--- config.mk ---
export PLATFORM = sky130hd
export DESIGN_NAME = sdd_top
export DESIGN_NICKNAME = d
export VERILOG_FILES = /design/src/pkg/sdd_pkg.sv /design/src/logic/sdd_sync.sv /design/src/logic/sdd_top.sv
export SDC_FILE = /design/constraint.sdc
export NUM_CORES = 1
export LEC_CHECK = 0
export ABC_AREA = 1
export CAP_MARGIN = 20
export CORE_ASPECT_RATIO = 0.7
export CORE_MARGIN = 4
export CORE_UTILIZATION = 44
export DETAILED_ROUTE_END_ITERATION = 16
export DONT_BUFFER_PORTS = 1
export GPL_TIMING_DRIVEN = 0
export MAX_ROUTING_LAYER = met4
export PLACE_DENSITY = 0.7
export SLEW_MARGIN = 25
export SYNTH_ARGS = -nofsm -noshare
export SYNTH_HDL_FRONTEND = slang
export SYNTH_HIERARCHICAL = 1
export SYNTH_SLANG_ARGS = --single-unit
--- constraint.sdc ---
create_clock -name I_CLK -period 4.45 [get_ports I_CLK]
set_input_delay 0.6675 -clock I_CLK [delete_from_list [all_inputs] [get_ports I_CLK]]
set_output_delay 0.6675 -clock I_CLK [all_outputs]
set_load 0.05 [all_outputs]
--- src/pkg/sdd_pkg.sv ---
`default_nettype none
package sdd_pkg;

  // ==========================================================================
  // Geometry.
  localparam int unsigned CHANNELS = 5;
  localparam int unsigned SAMPLE_W = 12;
  localparam int unsigned TIMER_W = 24;
  localparam int unsigned RUN_W = 2;

  // ==========================================================================
  // Timing, as figures in their own units and as cycle counts at the clock rate.
  localparam int unsigned CLK_PERIOD_PS = 5000;
  localparam int unsigned SAMPLE_PERIOD_US = 72;
  localparam int unsigned BEGIN_MIN_US = 400;
  localparam int unsigned BEGIN_MAX_US = 600;
  localparam int unsigned WINDOW_MS = 56;
  localparam int unsigned SAMPLE_CYCLES = (SAMPLE_PERIOD_US * 1000 * 1000) / CLK_PERIOD_PS;
  localparam int unsigned BEGIN_CYCLES = (BEGIN_MIN_US * 1000 * 1000 + CLK_PERIOD_PS - 1) / CLK_PERIOD_PS;
  localparam int unsigned WINDOW_CYCLES = (WINDOW_MS * 1000 * 1000) / (CLK_PERIOD_PS / 1000);

  // ==========================================================================
  // Voltage thresholds in sample codes; one code step stands for 0.5 mV.
  localparam int unsigned LSB_UV = 500;
  localparam int unsigned RISE_UV = 500;
  localparam int unsigned FALL_UV = 3000;
  localparam logic [SAMPLE_W:0] RISE_CODE = (SAMPLE_W + 1)'(RISE_UV / LSB_UV);
  localparam logic [SAMPLE_W:0] FALL_CODE = (SAMPLE_W + 1)'(FALL_UV / LSB_UV);
  localparam logic [SAMPLE_W-1:0] NEAR_GND_CODE = 12'h064;
  localparam logic [RUN_W-1:0] RUN_LEN = 2'h3;

  // ==========================================================================
  // Per-channel detector state.
  typedef enum logic [2:0] {
    SDD_IDLE,
    SDD_QUALIFY,
    SDD_PRE_DIP,
    SDD_DIP_SEARCH,
    SDD_POST_DIP
  } sdd_phase_e;

  typedef struct packed {
    sdd_phase_e phase;
    logic [SAMPLE_W-1:0] level_ref;
    logic [SAMPLE_W-1:0] prev;
    logic [TIMER_W-1:0] window;
    logic [TIMER_W-1:0] qualify;
    logic [RUN_W-1:0] run;
    logic fault;
    logic active;
  } sdd_chan_s;

endpackage
`default_nettype wire

--- src/logic/sdd_sync.sv ---
`timescale 1ns/10ps
`default_nettype none
// ============================================================================
// Two-stage synchroniser for inputs from outside the clock domain.
module sdd_sync #(
  parameter int unsigned WIDTH = 1
) (
  input wire logic I_CLK,
  input wire logic I_RESETN,
  input wire logic [WIDTH-1:0] i_async,
  output logic [WIDTH-1:0] o_sync
);

  typedef struct packed {
    logic [WIDTH-1:0] meta;
    logic [WIDTH-1:0] stable;
  } sdd_sync_s;

  sdd_sync_s state;
  sdd_sync_s next_state;

  always_comb begin
    next_state.meta = i_async;
    next_state.stable = state.meta;
  end

  always_ff @(posedge I_CLK or negedge I_RESETN) begin
    if (!I_RESETN) begin
      // Ones read as a driver switched off, so leaving reset never looks like
      // a drop to near ground on any channel.
      state <= '1;
    end else begin
      state <= next_state;
    end
  end

  assign o_sync = state.stable;

endmodule
`default_nettype wire

--- src/logic/sdd_top.sv ---
`timescale 1ns/10ps
`default_nettype none
// Overview of operation
// - After the run of descending samples, keep sampling and auto-zeroing while searching for the dip inflection.
// - If no dip is found before the 56 ms window from activation runs out, set the channel's fault bit to one.
// - A dip found inside the window raises no fault and moves the channel on to post-dip sampling.
// - Post-dip sampling lasts until the third consecutive rise or for whatever remains of the same 56 ms window begun at activation.
// - Three post-dip sample periods of continued rise mark the solenoid operational and clear the fault bit.
// - Once the post-dip evaluation ends, the channel returns to idle and waits for the next activation.
// - One sample is taken every 72 us and compared with the previous reference level.
// - A sample at least 0.5 mV above the reference auto-zeroes the reference to the new level.
// - Past the peak, no auto-zero happens until three consecutive falls of at least 3 mV, which start the dip search.
// - A drop to near ground starts a 400 us qualify timer, and analysis starts only if still near ground at its end.
module sdd_top #(
  parameter int unsigned SAMPLE_CYCLES = sdd_pkg::SAMPLE_CYCLES,
  parameter int unsigned BEGIN_CYCLES = sdd_pkg::BEGIN_CYCLES,
  parameter int unsigned WINDOW_CYCLES = sdd_pkg::WINDOW_CYCLES
) (
  input wire logic I_CLK,
  input wire logic I_RESETN,
  input wire logic [sdd_pkg::CHANNELS-1:0][sdd_pkg::SAMPLE_W-1:0] I_CHANNEL_SENSE_INPUTS,
  output logic [sdd_pkg::CHANNELS-1:0] O_FAULT,
  output logic [sdd_pkg::CHANNELS-1:0] O_ACTIVE,
  output logic O_SAMPLE_TICK
);

  // ==========================================================================
  // Slope tests shared by the analysis phases of the detector; idle and qualify use neither.
  function automatic logic rose(input logic [sdd_pkg::SAMPLE_W-1:0] now,
                                input logic [sdd_pkg::SAMPLE_W-1:0] base);
    rose = {1'b0, now} >= ({1'b0, base} + sdd_pkg::RISE_CODE);
  endfunction

  function automatic logic fell(input logic [sdd_pkg::SAMPLE_W-1:0] now,
                                input logic [sdd_pkg::SAMPLE_W-1:0] base);
    fell = ({1'b0, now} + sdd_pkg::FALL_CODE) <= {1'b0, base};
  endfunction

  // ==========================================================================
  // Input synchronisation.
  // The sample words cross as whole buses; idle and qualify test them every cycle, the analysis
  // phases only on a sample tick, long after any input change has settled through both stages.
  logic [sdd_pkg::CHANNELS*sdd_pkg::SAMPLE_W-1:0] sense_sync;

  sdd_sync #(
    .WIDTH(sdd_pkg::CHANNELS * sdd_pkg::SAMPLE_W)
  ) u_sync (
    .I_CLK(I_CLK),
    .I_RESETN(I_RESETN),
    .i_async(I_CHANNEL_SENSE_INPUTS),
    .o_sync(sense_sync)
  );

  // ==========================================================================
  // State.
  typedef struct packed {
    sdd_pkg::sdd_chan_s [sdd_pkg::CHANNELS-1:0] ch;
    logic [sdd_pkg::TIMER_W-1:0] tick_cnt;
    logic tick;
  } sdd_top_s;

  sdd_top_s state;
  sdd_top_s next_state;

  localparam logic [sdd_pkg::TIMER_W-1:0] SAMPLE_LAST = sdd_pkg::TIMER_W'(SAMPLE_CYCLES - 1);
  localparam logic [sdd_pkg::TIMER_W-1:0] BEGIN_LAST = sdd_pkg::TIMER_W'(BEGIN_CYCLES - 1);
  localparam logic [sdd_pkg::TIMER_W-1:0] WINDOW_LAST = sdd_pkg::TIMER_W'(WINDOW_CYCLES - 1);
  localparam logic [sdd_pkg::TIMER_W-1:0] TIMER_ONE = sdd_pkg::TIMER_W'(1);
  localparam logic [sdd_pkg::RUN_W-1:0] RUN_ONE = sdd_pkg::RUN_W'(1);

  // ==========================================================================
  // Next state, one detector per channel.
  always_comb begin
    logic [sdd_pkg::SAMPLE_W-1:0] s;
    logic near_gnd;
    logic expired;
    s = '0;
    near_gnd = 1'b0;
    expired = 1'b0;
    next_state = state;

    // A free-running sample clock shared by all channels keeps the sample
    // instants aligned; each channel therefore starts up to one period late.
    next_state.tick = 1'b0;
    if (state.tick_cnt == SAMPLE_LAST) begin
      next_state.tick_cnt = '0;
      next_state.tick = 1'b1;
    end else begin
      next_state.tick_cnt = state.tick_cnt + TIMER_ONE;
    end

    for (int i = 0; i < sdd_pkg::CHANNELS; i++) begin
      s = sense_sync[i*sdd_pkg::SAMPLE_W +: sdd_pkg::SAMPLE_W];
      near_gnd = s <= sdd_pkg::NEAR_GND_CODE;
      expired = state.ch[i].window == WINDOW_LAST;
      // The window counter stops at its last value, so a channel held past
      // expiry cannot wrap round into a fresh window.
      if (state.ch[i].phase != sdd_pkg::SDD_IDLE && !expired) begin
        next_state.ch[i].window = state.ch[i].window + TIMER_ONE;
      end

      unique case (state.ch[i].phase)
        sdd_pkg::SDD_IDLE: begin
          // Counters are cleared while idle rather than on exit, so every
          // activation starts from a clean window and an empty run.
          next_state.ch[i].window = '0;
          next_state.ch[i].qualify = '0;
          next_state.ch[i].run = '0;
          if (near_gnd) begin
            next_state.ch[i].phase = sdd_pkg::SDD_QUALIFY;
          end
        end

        sdd_pkg::SDD_QUALIFY: begin
          // One sample above the near-ground level aborts qualification; there
          // is no glitch filter, so a noisy drain only delays activation.
          if (!near_gnd) begin
            next_state.ch[i].phase = sdd_pkg::SDD_IDLE;
          end else if (state.ch[i].qualify == BEGIN_LAST) begin
            next_state.ch[i].phase = sdd_pkg::SDD_PRE_DIP;
            next_state.ch[i].level_ref = s;
            next_state.ch[i].prev = s;
          end else begin
            next_state.ch[i].qualify = state.ch[i].qualify + TIMER_ONE;
          end
        end

        sdd_pkg::SDD_PRE_DIP: begin
          // Expiry is tested ahead of the tick, so a sample on the last window
          // cycle cannot overturn the fault verdict.
          if (expired) begin
            next_state.ch[i].fault = 1'b1;
            next_state.ch[i].phase = sdd_pkg::SDD_IDLE;
          end else if (state.tick) begin
            next_state.ch[i].prev = s;
            if (fell(s, state.ch[i].prev)) begin
              // The reference is held through the first two falls; the third loads it for the dip search.
              next_state.ch[i].run = state.ch[i].run + RUN_ONE;
              if (state.ch[i].run == sdd_pkg::RUN_LEN - RUN_ONE) begin
                next_state.ch[i].phase = sdd_pkg::SDD_DIP_SEARCH;
                next_state.ch[i].level_ref = s;
                next_state.ch[i].run = '0;
              end
            end else begin
              next_state.ch[i].run = '0;
              if (rose(s, state.ch[i].level_ref)) begin
                next_state.ch[i].level_ref = s;
              end
            end
          end
        end

        sdd_pkg::SDD_DIP_SEARCH: begin
          if (expired) begin
            next_state.ch[i].fault = 1'b1;
            next_state.ch[i].phase = sdd_pkg::SDD_IDLE;
          end else if (state.tick) begin
            next_state.ch[i].prev = s;
            next_state.ch[i].level_ref = s;
            if (rose(s, state.ch[i].level_ref)) begin
              // Slope turned from falling to rising: the armature dip.
              next_state.ch[i].phase = sdd_pkg::SDD_POST_DIP;
              next_state.ch[i].run = '0;
            end
          end
        end

        sdd_pkg::SDD_POST_DIP: begin
          if (expired) begin
            // A channel that never showed the post-dip rise is not trusted.
            next_state.ch[i].fault = 1'b1;
            next_state.ch[i].phase = sdd_pkg::SDD_IDLE;
          end else if (state.tick) begin
            next_state.ch[i].prev = s;
            if (rose(s, state.ch[i].level_ref)) begin
              next_state.ch[i].level_ref = s;
              next_state.ch[i].run = state.ch[i].run + RUN_ONE;
              if (state.ch[i].run == sdd_pkg::RUN_LEN - RUN_ONE) begin
                next_state.ch[i].fault = 1'b0;
                next_state.ch[i].phase = sdd_pkg::SDD_IDLE;
              end
            end else begin
              // A flat or falling sample restarts the count: the rises must be consecutive.
              next_state.ch[i].run = '0;
            end
          end
        end

        default: begin
          next_state.ch[i].phase = sdd_pkg::SDD_IDLE;
        end
      endcase

      // The active flag follows the analysis phases directly, so it drops on the
      // same edge that settles the fault bit.
      next_state.ch[i].active = next_state.ch[i].phase inside {sdd_pkg::SDD_PRE_DIP,
                                                             sdd_pkg::SDD_DIP_SEARCH,
                                                             sdd_pkg::SDD_POST_DIP};
    end
  end

  always_ff @(posedge I_CLK or negedge I_RESETN) begin
    if (!I_RESETN) begin
      state <= '0;
    end else begin
      state <= next_state;
    end
  end

  // ==========================================================================
  // Outputs straight from the state flops.
  // Nothing combinational sits between the state register and the pins.
  always_comb begin
    for (int i = 0; i < sdd_pkg::CHANNELS; i++) begin
      O_FAULT[i] = state.ch[i].fault;
      O_ACTIVE[i] = state.ch[i].active;
    end
    O_SAMPLE_TICK = state.tick;
  end

endmodule
`default_nettype wire

==> results of run 1 <==
-- placed cells by master (no fill, tap or decap), types with 9 or more instances in the layout --
cell,count
a21oi_1,162
o21ai_0,218
o31ai_1,67
inv_1,537
a31oi_1,17
inv_2,29
nand3_1,300
and3_1,17
nor3_2,11
ha_1,156
nand3b_1,10
clkinv_2,9
xnor2_1,40
clkbuf_1,45
buf_2,29
nor4_1,50
buf_4,18
clkbuf_16,60
a211oi_1,9
dfstp_2,120
o21a_1,9
nor3b_1,12
nand4_1,136
nand2_1,914
nor3_1,155
nor2_1,433
nand2_2,15
o21bai_1,9
dfrtp_1,420
xor2_1,147
nor2_2,19
dlygate4sd3_1,60
-- cell usage after synthesis (all sizes together) (5+ instances only) --
master and n:
a211oi 9, a21oi 163, clkbuf 43, nand3b 11, o21bai 9, nor4 51, xor2 147, dfrtp 420
nor3b 13, o31ai 67, nor2 460, nand4 136, o21ai 227, or2 12, nand2 932, nor3 170
and3 17, dfstp 120, clkinv 5, buf 51, nand3 307, o211ai 5, a31oi 17, xnor2 40
o21a 9, ha 156, inv 566
-- layout make-up --
cell class              count  area (um^2)  area share
inverters                 571         2140      0.0593
clock buffers              72         1630      0.0450
plain buffers              94          474      0.0131
flip-flops and latches    540        13700       0.378
repair buffers             60          601      0.0166
clock inverters            33          378      0.0105
well taps                 966         1210      0.0335
multi-input cells        2975        16000       0.444
-- worst max-delay path, delay by kind of cell (launching register included) --
family                     cells  cell delay, ps
DFF                            1             560
and+or+nand+nor               12            1890
adders and majority gates      2             500
xor gates and xnor gates       1             160
buffers and inverters          4             580
-- final timing paths --
path | startpoint | to | cells after the start
max reg2reg | u_sync/o_sync[25] | state[252] | 19
max | u_sync/o_sync[25] | state[252] | 19
min | I_RESETN | state[92] | 0
min reg2reg | u_sync/next_state[48] | u_sync/o_sync[48] | 0
max in group asynchronous | I_RESETN | state[237] | 0
min in group I_CLK | u_sync/next_state[48] | u_sync/o_sync[48] | 0
-- routing by layer --
metal | part of all wire | wire length (um)
met1 | 0.52 | 39200
met2 | 0.40 | 30000
met3 | 0.060 | 4520
met4 | 0.018 | 1320
met5 | 0 | 0
-- registers in the layout, indices dropped and copies added (netlist names) --
name / flops
u_sync/next_state: 60
O_ACTIVE: 5
state: 409
u_sync/o_sync: 60
O_FAULT: 5
O_SAMPLE_TICK: 1
-- through the flow --
step                      hold WS, ps  setup WS (ps)  instance area, um^2  std cells  total power, mW
after floorplan                   345           1310                32300       4180             5.75
after global placement            346            709                33500       5146             5.93
after detailed placement          347            689                33500       5146             5.94
after CTS                        -235            661                36100       5311             11.1
after global routing             -208            322                36100       5311             11.4
final                            -181            690                36100       5311             10.9
-- kinds of logic (layout without fill, tap and decap cells) --
logic type / Yosys count / count (layout) / share of synthesized area
flops: 540 / 540 / 0.423
xor+xnor: 187 / 187 / 0.0507
simple gates: 2110 / 2110 / 0.293
fa+ha+maj: 156 / 156 / 0.0604
buf+inv: 665 / 830 / 0.0809
compound gates: 521 / 521 / 0.0913
mux: 1 / 1 / 0.000349
-- power by group --
group	leakage [nW]	total [mW]	switching (mW)	internal (mW)
Combinational	7.71	0.751	0.472	0.279
Clock	0.971	5.03	2.07	2.95
Sequential	7.08	5.16	0.0904	5.07
==> metrics.txt, run 1 <==
status=complete, but fails checks; failing checks=negative hold slack, max-slew violations; total CTS buffers=56; Synth async-reset ratio=1.00; initial drt markers=2514; Worst path max stage delay=~560 ps; Final setup viols=0; clk root buf=clkbuf_16; Final Util=0.501; number of synthesized flops with an enable pin=0; DRC=0; startpoint types=flip-flop; largest cells by area after synthesis=dfrtp_1 33%, nand2_1 11%, dfstp_2 9.8%; Die Y=235 um; synthesized cell area=0.0323 mm^2; met1 usage=0.308; post-synthesis sequential area ratio=0.423; postcts setup bufs=0; vias in the first global route=25800; Slew @ Worst Pin=1780 ps; GRT Util Overall=0.196; final hold slack=-181 ps; Avg Cell Area, Syn=7.73 um^2; crit path DAT=4320 ps; top_reg_cell synth=dfrtp_1; Fmax achieved=roughly 0.27 GHz; CTS tree=done; nets=4516; Synth Warn #=6; Synthesized Nets=4398; global-route wire length before repair=128000 um; Worst Hold Class=in2async; Fill cells=6907; port bufs=0; hold buffer count at CTS=60; max cap viols=0; RSZ-0062 raised after global routing=false; via count=27500; Final Skew=15.4 ps; Die Wd=332 um; GRT busiest layer=met1; Fin. Hold Viols=58; CTS Buffer Depth=3; CTS clock-pin slew for the worst setup and hold paths=about 60 ps; # diodes=0; Crit Path Category=reg2reg; initial antenna violation count=0; layout overhead on the synthesized area=11.8%; Global Route met2 Usage=0.265; GRT overflow=0; number of I/O pins=73; Slew HR=-0.189; Post-CTS Resized=0; Yosys top cell by area=dfrtp_1; Yosys reg bits=540; core footprint=0.0721 mm^2; Critical Path End Type=flip-flop; min Tclk post-route=around 3800 ps; final WL=approximately 75000 um; Req. time, crit path=5010 ps; fin. max-slew vios=186; CTS Sinks=540; Power Density=303 mW/mm^2; crit path max fanout=10; largest net degree at the start of global routing=541; crit-path cells=inv_1 -> ha_1 -> nor3_1 -> inv_1 -> nor3_1 -> nand3_1 -> xnor2_1 -> ha_1 -> inv_1 -> nor2_1 -> nand4_1 -> nor2_1 -> nand4_1 -> nand2_1 -> nand2_1 -> nand3_1 -> clkbuf_1 -> nand4_1 -> nand2_1; grt met3 use=0.0255; FP Rows=82; Max rail drop VDD=0.000318 V; GPL Wtd Cong=0.933; Detailed Place HPWL=roughly 55000 um; initial core utilization=0.448; share of layout cells above drive strength 1=0.0886; final period utilization=0.845; post-DR vias/cell=5.19; DIE AREA=0.0779 mm^2; Setup TNS=0 ps; Slowest-stage cell, CP=dfstp_2; htree depth=2; routed len/inst=14.1 um; Cells after Synth=4180; Reg2Reg Setup Slack=690 ps; worst skew pair latency=630 ps; synth unique cells=59; post-route ant nets=0; first drt pass iteration count=5; leak pwr=15.8 nW; top cell type's share of synthesized area=0.325
Power figures use the tool's default switching activity.
==> inputs of run 2 (changes only) <==
- ABC_AREA: 1 -> 0
- clock period: 4.45 -> 3.6 ns (I/O delays scaled with it)
==> run 2 against run 1 <==
  * Setup slack got worse by 640 ps
  * Non-clock buffer count rose by 23
  * Clock skew rose by 9.6 ps
  * The run still ends with negative hold slack, max-slew violations left
  * Wire length fell by 23%
  * Combinational power fell by 37%
==> metrics.txt, run 2 <==
status=complete, but fails checks (unchanged); failing checks=negative hold slack, max-slew violations (unchanged); Detailed Place HPWL=38100 um (was 54500 um); clk root buf=clkbuf_16 (unchanged); FP Rows=77 (was 82); synth unique cells=81 (was 59); Worst Hold Class=in2async (unchanged); Die Wd=309 um (was 332 um); synthesized cell area=0.0280 mm^2 (was 0.0323 mm^2); final hold slack=-351 ps (was -181 ps); # diodes=0 (unchanged); routed len/inst=15.3 um (was 14.1 um); port bufs=0 (unchanged); startpoint types=flip-flop (unchanged); post-DR vias/cell=5.32 (was 5.19); post-synthesis sequential area ratio=0.488 (was 0.423); nets=3149 (was 4516); initial drt markers=1294 (was 2514); Synth async-reset ratio=1.00 (unchanged); fin. max-slew vios=180 (was 186); Fill cells=5637 (was 6907); min Tclk post-route=3550 ps (was 3760 ps); Yosys top cell by area=dfrtp_1 (unchanged); top cell type's share of synthesized area=0.375 (was 0.325); Power Density=389 mW/mm^2 (was 303 mW/mm^2); largest net degree at the start of global routing=541 (unchanged); PnR worst setup slack=54.1 ps (was 690 ps); final WL=58100 um (was 75100 um); Worst path max stage delay=570 ps (was 560 ps); Max rail drop VDD=0.000396 V (was 0.000318 V); max cap viols=0 (unchanged); top cell family by delay on the critical path=simple AND/OR/NAND/NOR gates (unchanged); Slew HR=-0.0524 (was -0.189); crit path max fanout=5 (was 10); initial core utilization=0.444 (was 0.448); most numerous cell in the Yosys netlist=dfrtp_1 (was nand2_1); Req. time, crit path=4100 ps (was 5010 ps); vias in the first global route=19400 (was 25800); htree depth=2 (unchanged); Slowest-stage cell, CP=dfstp_2 (unchanged); post-route ant nets=0 (unchanged); RSZ-0062 raised after global routing=true (was false); top post-synthesis cells by count=420 x dfrtp_1, 335 x nor2_1, 232 x nand2_1 (was 914 x nand2_1, 537 x inv_1, 433 x nor2_1); Yosys reg bits=540 (unchanged); Synthesized Nets=2995 (was 4398); Die Y=219 um (was 235 um); Synth Warn #=6 (unchanged); commonest non-fill, non-tap cells in the layout=420 x dfrtp_1, 329 x nor2_1, 228 x nand2_1, 182 x xor2_1, 163 x nand3_1 (was 914 x nand2_1, 537 x inv_1, 433 x nor2_1, 420 x dfrtp_1, 300 x nand3_1); Fmax achieved=0.282 GHz (was 0.266 GHz); top_reg_cell synth=dfrtp_1 (unchanged); crit-path cells=nand2_4 -> nor4b_4 -> nand3_1 -> xnor2_1 -> ha_1 -> nand3_2 -> or2_4 -> or4b_4 -> a31oi_4 -> nor2_1 -> a211o_2 -> clkbuf_16 -> mux2_4 (was inv_1 -> ha_1 -> nor3_1 -> inv_1 -> nor3_1 -> nand3_1 -> xnor2_1 -> ha_1 -> inv_1 -> nor2_1 -> nand4_1 -> nor2_1 -> nand4_1 -> nand2_1 -> nand2_1 -> nand3_1 -> clkbuf_1 -> nand4_1 -> nand2_1); initial antenna violation count=0 (unchanged); number of I/O pins=73 (unchanged); Crit Path Category=reg2reg (unchanged); Final Skew=25.0 ps (was 15.4 ps); layout overhead on the synthesized area=14.8% (was 11.8%); Critical Path End Type=flip-flop (unchanged); global-route wire length before repair=98000 um (was 128000 um); GRT overflow=0 (unchanged); worst skew pair latency=610 ps (was 630 ps); crit path DAT=4040 ps (was 4320 ps); CTS clock-pin slew for the worst setup and hold paths=70 ps (was 60 ps); Slew @ Worst Pin=1580 ps (was 1780 ps); largest cells by area after synthesis=dfrtp_1 38%, dfstp_2 11%, ha_1 7.0% (was dfrtp_1 33%, nand2_1 11%, dfstp_2 9.8%); via count=20200 (was 27500); max reg flops=409 (unchanged); Cells after Synth=2777 (was 4180); share of layout cells above drive strength 1=0.150 (was 0.0886); CTS Sinks=540 (unchanged); CTS tree=done (unchanged); CTS Buffer Depth=3 (unchanged); Fin. Hold Viols=420 (was 58); DRC=0 (unchanged); Avg Cell Area, Syn=10.1 um^2 (was 7.73 um^2); leak pwr=13.3 nW (was 15.8 nW); Biggest register=state (unchanged); GPL Wtd Cong=0.866 (was 0.933); GRT Util Overall=0.178 (was 0.196); hold buffer count at CTS=60 (unchanged); WP buf/inv=1 (was 4); pre-CTS setup slack=-597 ps (was 689 ps); first drt pass iteration count=5 (unchanged); total CTS buffers=53 (was 56); Final setup viols=0 (unchanged); core footprint=0.0631 mm^2 (was 0.0721 mm^2); final period utilization=0.985 (was 0.845); DIE AREA=0.0678 mm^2 (was 0.0779 mm^2); number of synthesized flops with an enable pin=0 (unchanged); most common cell after layout, fill and taps aside=dfrtp_1 (was nand2_1)
==> run 2: cell types whose count changed in the layout (fill, tap and decap cells not counted), moves of 69 or more <==
cell | before | now
nand2_1 | 914 | 228
inv_1 | 537 | 126
nand3_1 | 300 | 163
nor3_1 | 155 | 35
o21ai_0 | 218 | 107
nor2_1 | 433 | 329
a21oi_1 | 162 | 79
xnor2_1 | 40 | 123
mux2_2 | 1 | 70
==> run 2: cell type report <==
class                   count  area [um^2]  share of cell area
multi-input cells        2027        13800               0.430
inverters                 132          495              0.0154
clock inverters            30          278             0.00864
clock buffers              67         1530              0.0477
well taps                 829         1040              0.0323
repair buffers             99          915              0.0285
plain buffers              78          382              0.0119
flip-flops and latches    540        13700               0.425
==> run 2: logic make-up after synthesis <==
family,Yosys count,synth area share
AOI/OAI and AO/OA,355,0.0813
DFF,540,0.488
muxes,86,0.0355
adders and majority gates,160,0.0712
and+or+nand+nor,1121,0.198
xor gates and xnor gates,305,0.0954
buffers and inverters,210,0.0306
==> run 2: worst paths after layout <==
| path | startpoint | end | slack, ps | depth (start not counted) |
|---|---|---|---|---|
| setup / recovery | u_sync/o_sync[27] | state[257] | 50 | 13 |
| hold / removal | I_RESETN | state[268] | -350 | 0 |
| setup reg to reg | u_sync/o_sync[27] | state[257] | 50 | 13 |
| hold reg to reg | u_sync/next_state[4] | u_sync/o_sync[4] | 350 | 0 |
| max in group asynchronous | I_RESETN | state[415] | 2690 | 0 |
| min in group I_CLK | u_sync/next_state[4] | u_sync/o_sync[4] | 350 | 0 |
==> run 2: metal layers <==
| layer | up-vias | GRT usage | part of all wire |
|---|---|---|---|
| met4 | 0 | 0.0412 | 0.018 |
| met2 | 389 | 0.243 | 0.41 |
| li1 | 9991 | - | - |
| met3 | 77 | 0.0302 | 0.048 |
| met1 | 9775 | 0.273 | 0.53 |
| met5 | - | - | 0 |
==> run 2: power breakdown <==
group	switching [mW]	internal (mW)
logic	0.240	0.231
registers	0.0862	6.20
clock network	2.50	3.26
==> run 2: metrics by stage <==
stage / setup TNS, ps / total power [mW] / area (um^2) / cells / utilization
after global placement: -13640 / 6.73 / 29100 / 3606 / 0.461
after detailed placement: -14860 / 6.74 / 29100 / 3606 / 0.461
after CTS: -86.6 / 12.7 / 31800 / 3782 / 0.503
final: 0 / 12.5 / 32100 / 3802 / 0.509
after floorplan: 0 / 6.63 / 28000 / 2777 / -
after global routing: -1580 / 13.0 / 32100 / 3802 / 0.509
==> run 2: what timing repair did <==
| action | 4_1_cts | 5_1_grt |
|---|---|---|
| gates resized for setup | 26 | 54 |
| pin swaps | 14 | 24 |
| setup buffers | 17 | 20 |
| setup endpoints to repair | 51 | 67 |
| cloned | 2 | 0 |
| hold endpoints to repair | 545 | 421 |
==> inputs of run 3 (changes only) <==
- RECOVER_POWER: not set -> 100
==> run 3 against run 2 <==
  * The run still ends with negative hold slack, max-slew violations left
  * Core utilization decreased by 0.14 points
  * Non-clock buffer count unchanged
  * Wire length about the same
  * Combinational power about the same
  * Power about the same
  * Register-to-register slack barely moved
  * Critical endpoint unchanged
==> metrics.txt, run 3 (synthesis gave the netlist of run 2 again) <==
status=complete, but fails checks (unchanged); failing checks=negative hold slack, max-slew violations (unchanged); worst skew pair latency=610 ps (about the same); GRT busiest layer=met1 (unchanged); hold buffer count at CTS=60 (unchanged); Slowest-stage cell, CP=dfstp_2 (unchanged); final WL=58100 um (about the same); Req. time, crit path=4100 ps (about the same); Worst Hold Class=in2async (unchanged); Clk pwr share=0.460 (about the same); Power Total=12.5 mW (about the same); routed len/inst=15.3 um (about the same); Fin. Hold Viols=365 (was 420); final hold slack=-361 ps (was -351 ps); RSZ-0062 raised after global routing=true (unchanged); global-route wire length before repair=98000 um (unchanged); initial core utilization=0.444 (unchanged); CTS Buffer Depth=3 (unchanged); CTS tree=done (unchanged); GRT Util Overall=0.178 (unchanged); Final setup viols=0 (unchanged); port bufs=0 (unchanged); Final Skew=24.1 ps (was 25.0 ps); crit path DAT=4050 ps (was 4040 ps); final period utilization=0.987 (was 0.985); nets=3149 (unchanged); Detailed Place HPWL=38100 um (unchanged); Reg2Reg Setup Slack=50 ps (about the same); DRC=0 (unchanged); reg2reg start=u_sync/o_sync[27] (unchanged); Net Switching=2.83 mW (about the same); total CTS buffers=53 (unchanged); GPL Wtd Cong=0.866 (unchanged); Slew @ Worst Pin=1660 ps (was 1580 ps); Critical Path End Type=flip-flop (unchanged); initial drt markers=1273 (was 1294); Comb pwr share=0.037 (was 0.038); fin. max-slew vios=190 (was 180); Sequential Power Share=0.502 (about the same); crit-path cells=nand2_4 -> nor4b_4 -> nand3_1 -> xnor2_1 -> ha_1 -> nand3_2 -> or2_4 -> or4b_4 -> a31oi_4 -> nor2_1 -> a211o_2 -> clkbuf_16 -> mux2_4 (unchanged); number of I/O pins=73 (unchanged); Power Density=390 mW/mm^2 (was 389 mW/mm^2); crit path max fanout=5 (unchanged); min Tclk post-route=3550 ps (about the same); max cap viols=0 (unchanged); GRT overflow=0 (unchanged); via count=20200 (about the same); post-route ant nets=0 (unchanged); Crit Path Category=reg2reg (unchanged); htree depth=2 (unchanged); startpoint types=flip-flop (unchanged); layout overhead on the synthesized area=14.5% (was 14.8%); Die Y=219 um (unchanged); initial antenna violation count=0 (unchanged); leak pwr=13.2 nW (was 13.3 nW); WP buf/inv=1 (unchanged); Die Wd=309 um (unchanged); Setup TNS=0 ps (unchanged); post-DR vias/cell=5.31 (was 5.32); Critical R2R Capture=state[257] (unchanged); Cell Area, Placed=0.0291 mm^2 (unchanged); largest net degree at the start of global routing=541 (unchanged); CP Depth=13 (unchanged); top cell family by delay on the critical path=simple AND/OR/NAND/NOR gates (unchanged); Biggest register=state (unchanged); max reg flops=409 (unchanged); share of layout cells above drive strength 1=0.140 (was 0.150); Max rail drop VDD=0.000396 V (about the same); CTS clock-pin slew for the worst setup and hold paths=70 ps (about the same); core footprint=0.0631 mm^2 (unchanged); Sw Share=0.226 (about the same); fin area=0.0320 mm^2 (was 0.0321 mm^2); total internal power=9.69 mW (about the same); commonest non-fill, non-tap cells in the layout=420 x dfrtp_1, 329 x nor2_1, 228 x nand2_1, 182 x xor2_1, 163 x nand3_1 (unchanged); FP Rows=77 (unchanged); DIE AREA=0.0678 mm^2 (unchanged); grt met3 use=0.0302 (unchanged); met1 usage=0.273 (unchanged); cell count of the worst reg-to-reg path=13 (unchanged); register area=0.0137 mm^2 (unchanged); Global Route met2 Usage=0.243 (unchanged); Fmax achieved=0.281 GHz (was 0.282 GHz); area of the multi-input gates=0.0138 mm^2 (about the same); most common cell after layout, fill and taps aside=dfrtp_1 (unchanged); Worst path max stage delay=570 ps (about the same); vias in the first global route=19400 (unchanged); CTS Sinks=540 (unchanged); Fill cells=5660 (was 5637); # diodes=0 (unchanged); Slew HR=-0.107 (was -0.0524); clk root buf=clkbuf_16 (unchanged); first drt pass iteration count=5 (unchanged)
-- run 3: power by group through the flow --
stage	Sequential (mW)	Combinational (mW)	Clock (mW)
floorplan	6.36	0.277	0
global placement	6.39	0.337	0
detailed placement	6.40	0.347	0
CTS	6.28	0.426	5.95
global route	6.29	0.535	6.21
finish	6.28	0.469	5.76
-- run 3: what timing repair did --
item | 4_1_cts | 5_1_grt
resized for setup | 26 | 54
endpoints found under the setup margin | 51 | 67
cloned | 2 | 0
endpoints found under the hold margin | 545 | 421
pin swaps | 14 | 24
buffers inserted | 17 | 20
-- run 3: area by class of cell --
class / instances / share of cell area
plain buffers: 78 / 0.0107
clock buffers: 67 / 0.0479
multi-input cells: 2027 / 0.430
repair buffers: 99 / 0.0285
flip-flops and latches: 540 / 0.426
well taps: 829 / 0.0324
clock inverters: 30 / 0.00867
inverters: 132 / 0.0155
-- run 3: worst register-to-register path, cell delays in order, from the launching register on --
cell and delay [ps]:
dfstp_2 570, nand2_4 80, nor4b_4 340, nand3_1 140, xnor2_1 150, ha_1 310
nand3_2 90, or2_4 240, or4b_4 530, a31oi_4 160, nor2_1 50, a211o_2 330
clkbuf_16 180, mux2_4 290
-- run 3: per-layer routing --
layer | vias up | routed length (um)
met5 | - | 0
met4 | 0 | 1040
met3 | 74 | 2760
met2 | 368 | 23600
met1 | 9745 | 30700
li1 | 9998 | -
-- run 3: worst max-delay path by stage --
stage / from / end
after CTS: u_sync/o_sync[37] / state[335]
after global placement: state[89] / state[99]
after detailed placement: state[90] / state[97]
after floorplan: u_sync/o_sync[25] / state[250]
after global routing: u_sync/o_sync[27] / state[252]
final: u_sync/o_sync[27] / state[257]
-- run 3: stage by stage --
stage / utilization / setup WS (ps) / std cells
floorplan: - / 31.8 / 2777
global placement: 0.461 / -567 / 3606
detailed placement: 0.461 / -597 / 3606
CTS: 0.503 / -17.8 / 3782
global route: 0.508 / -140 / 3802
finish: 0.508 / 46.9 / 3802
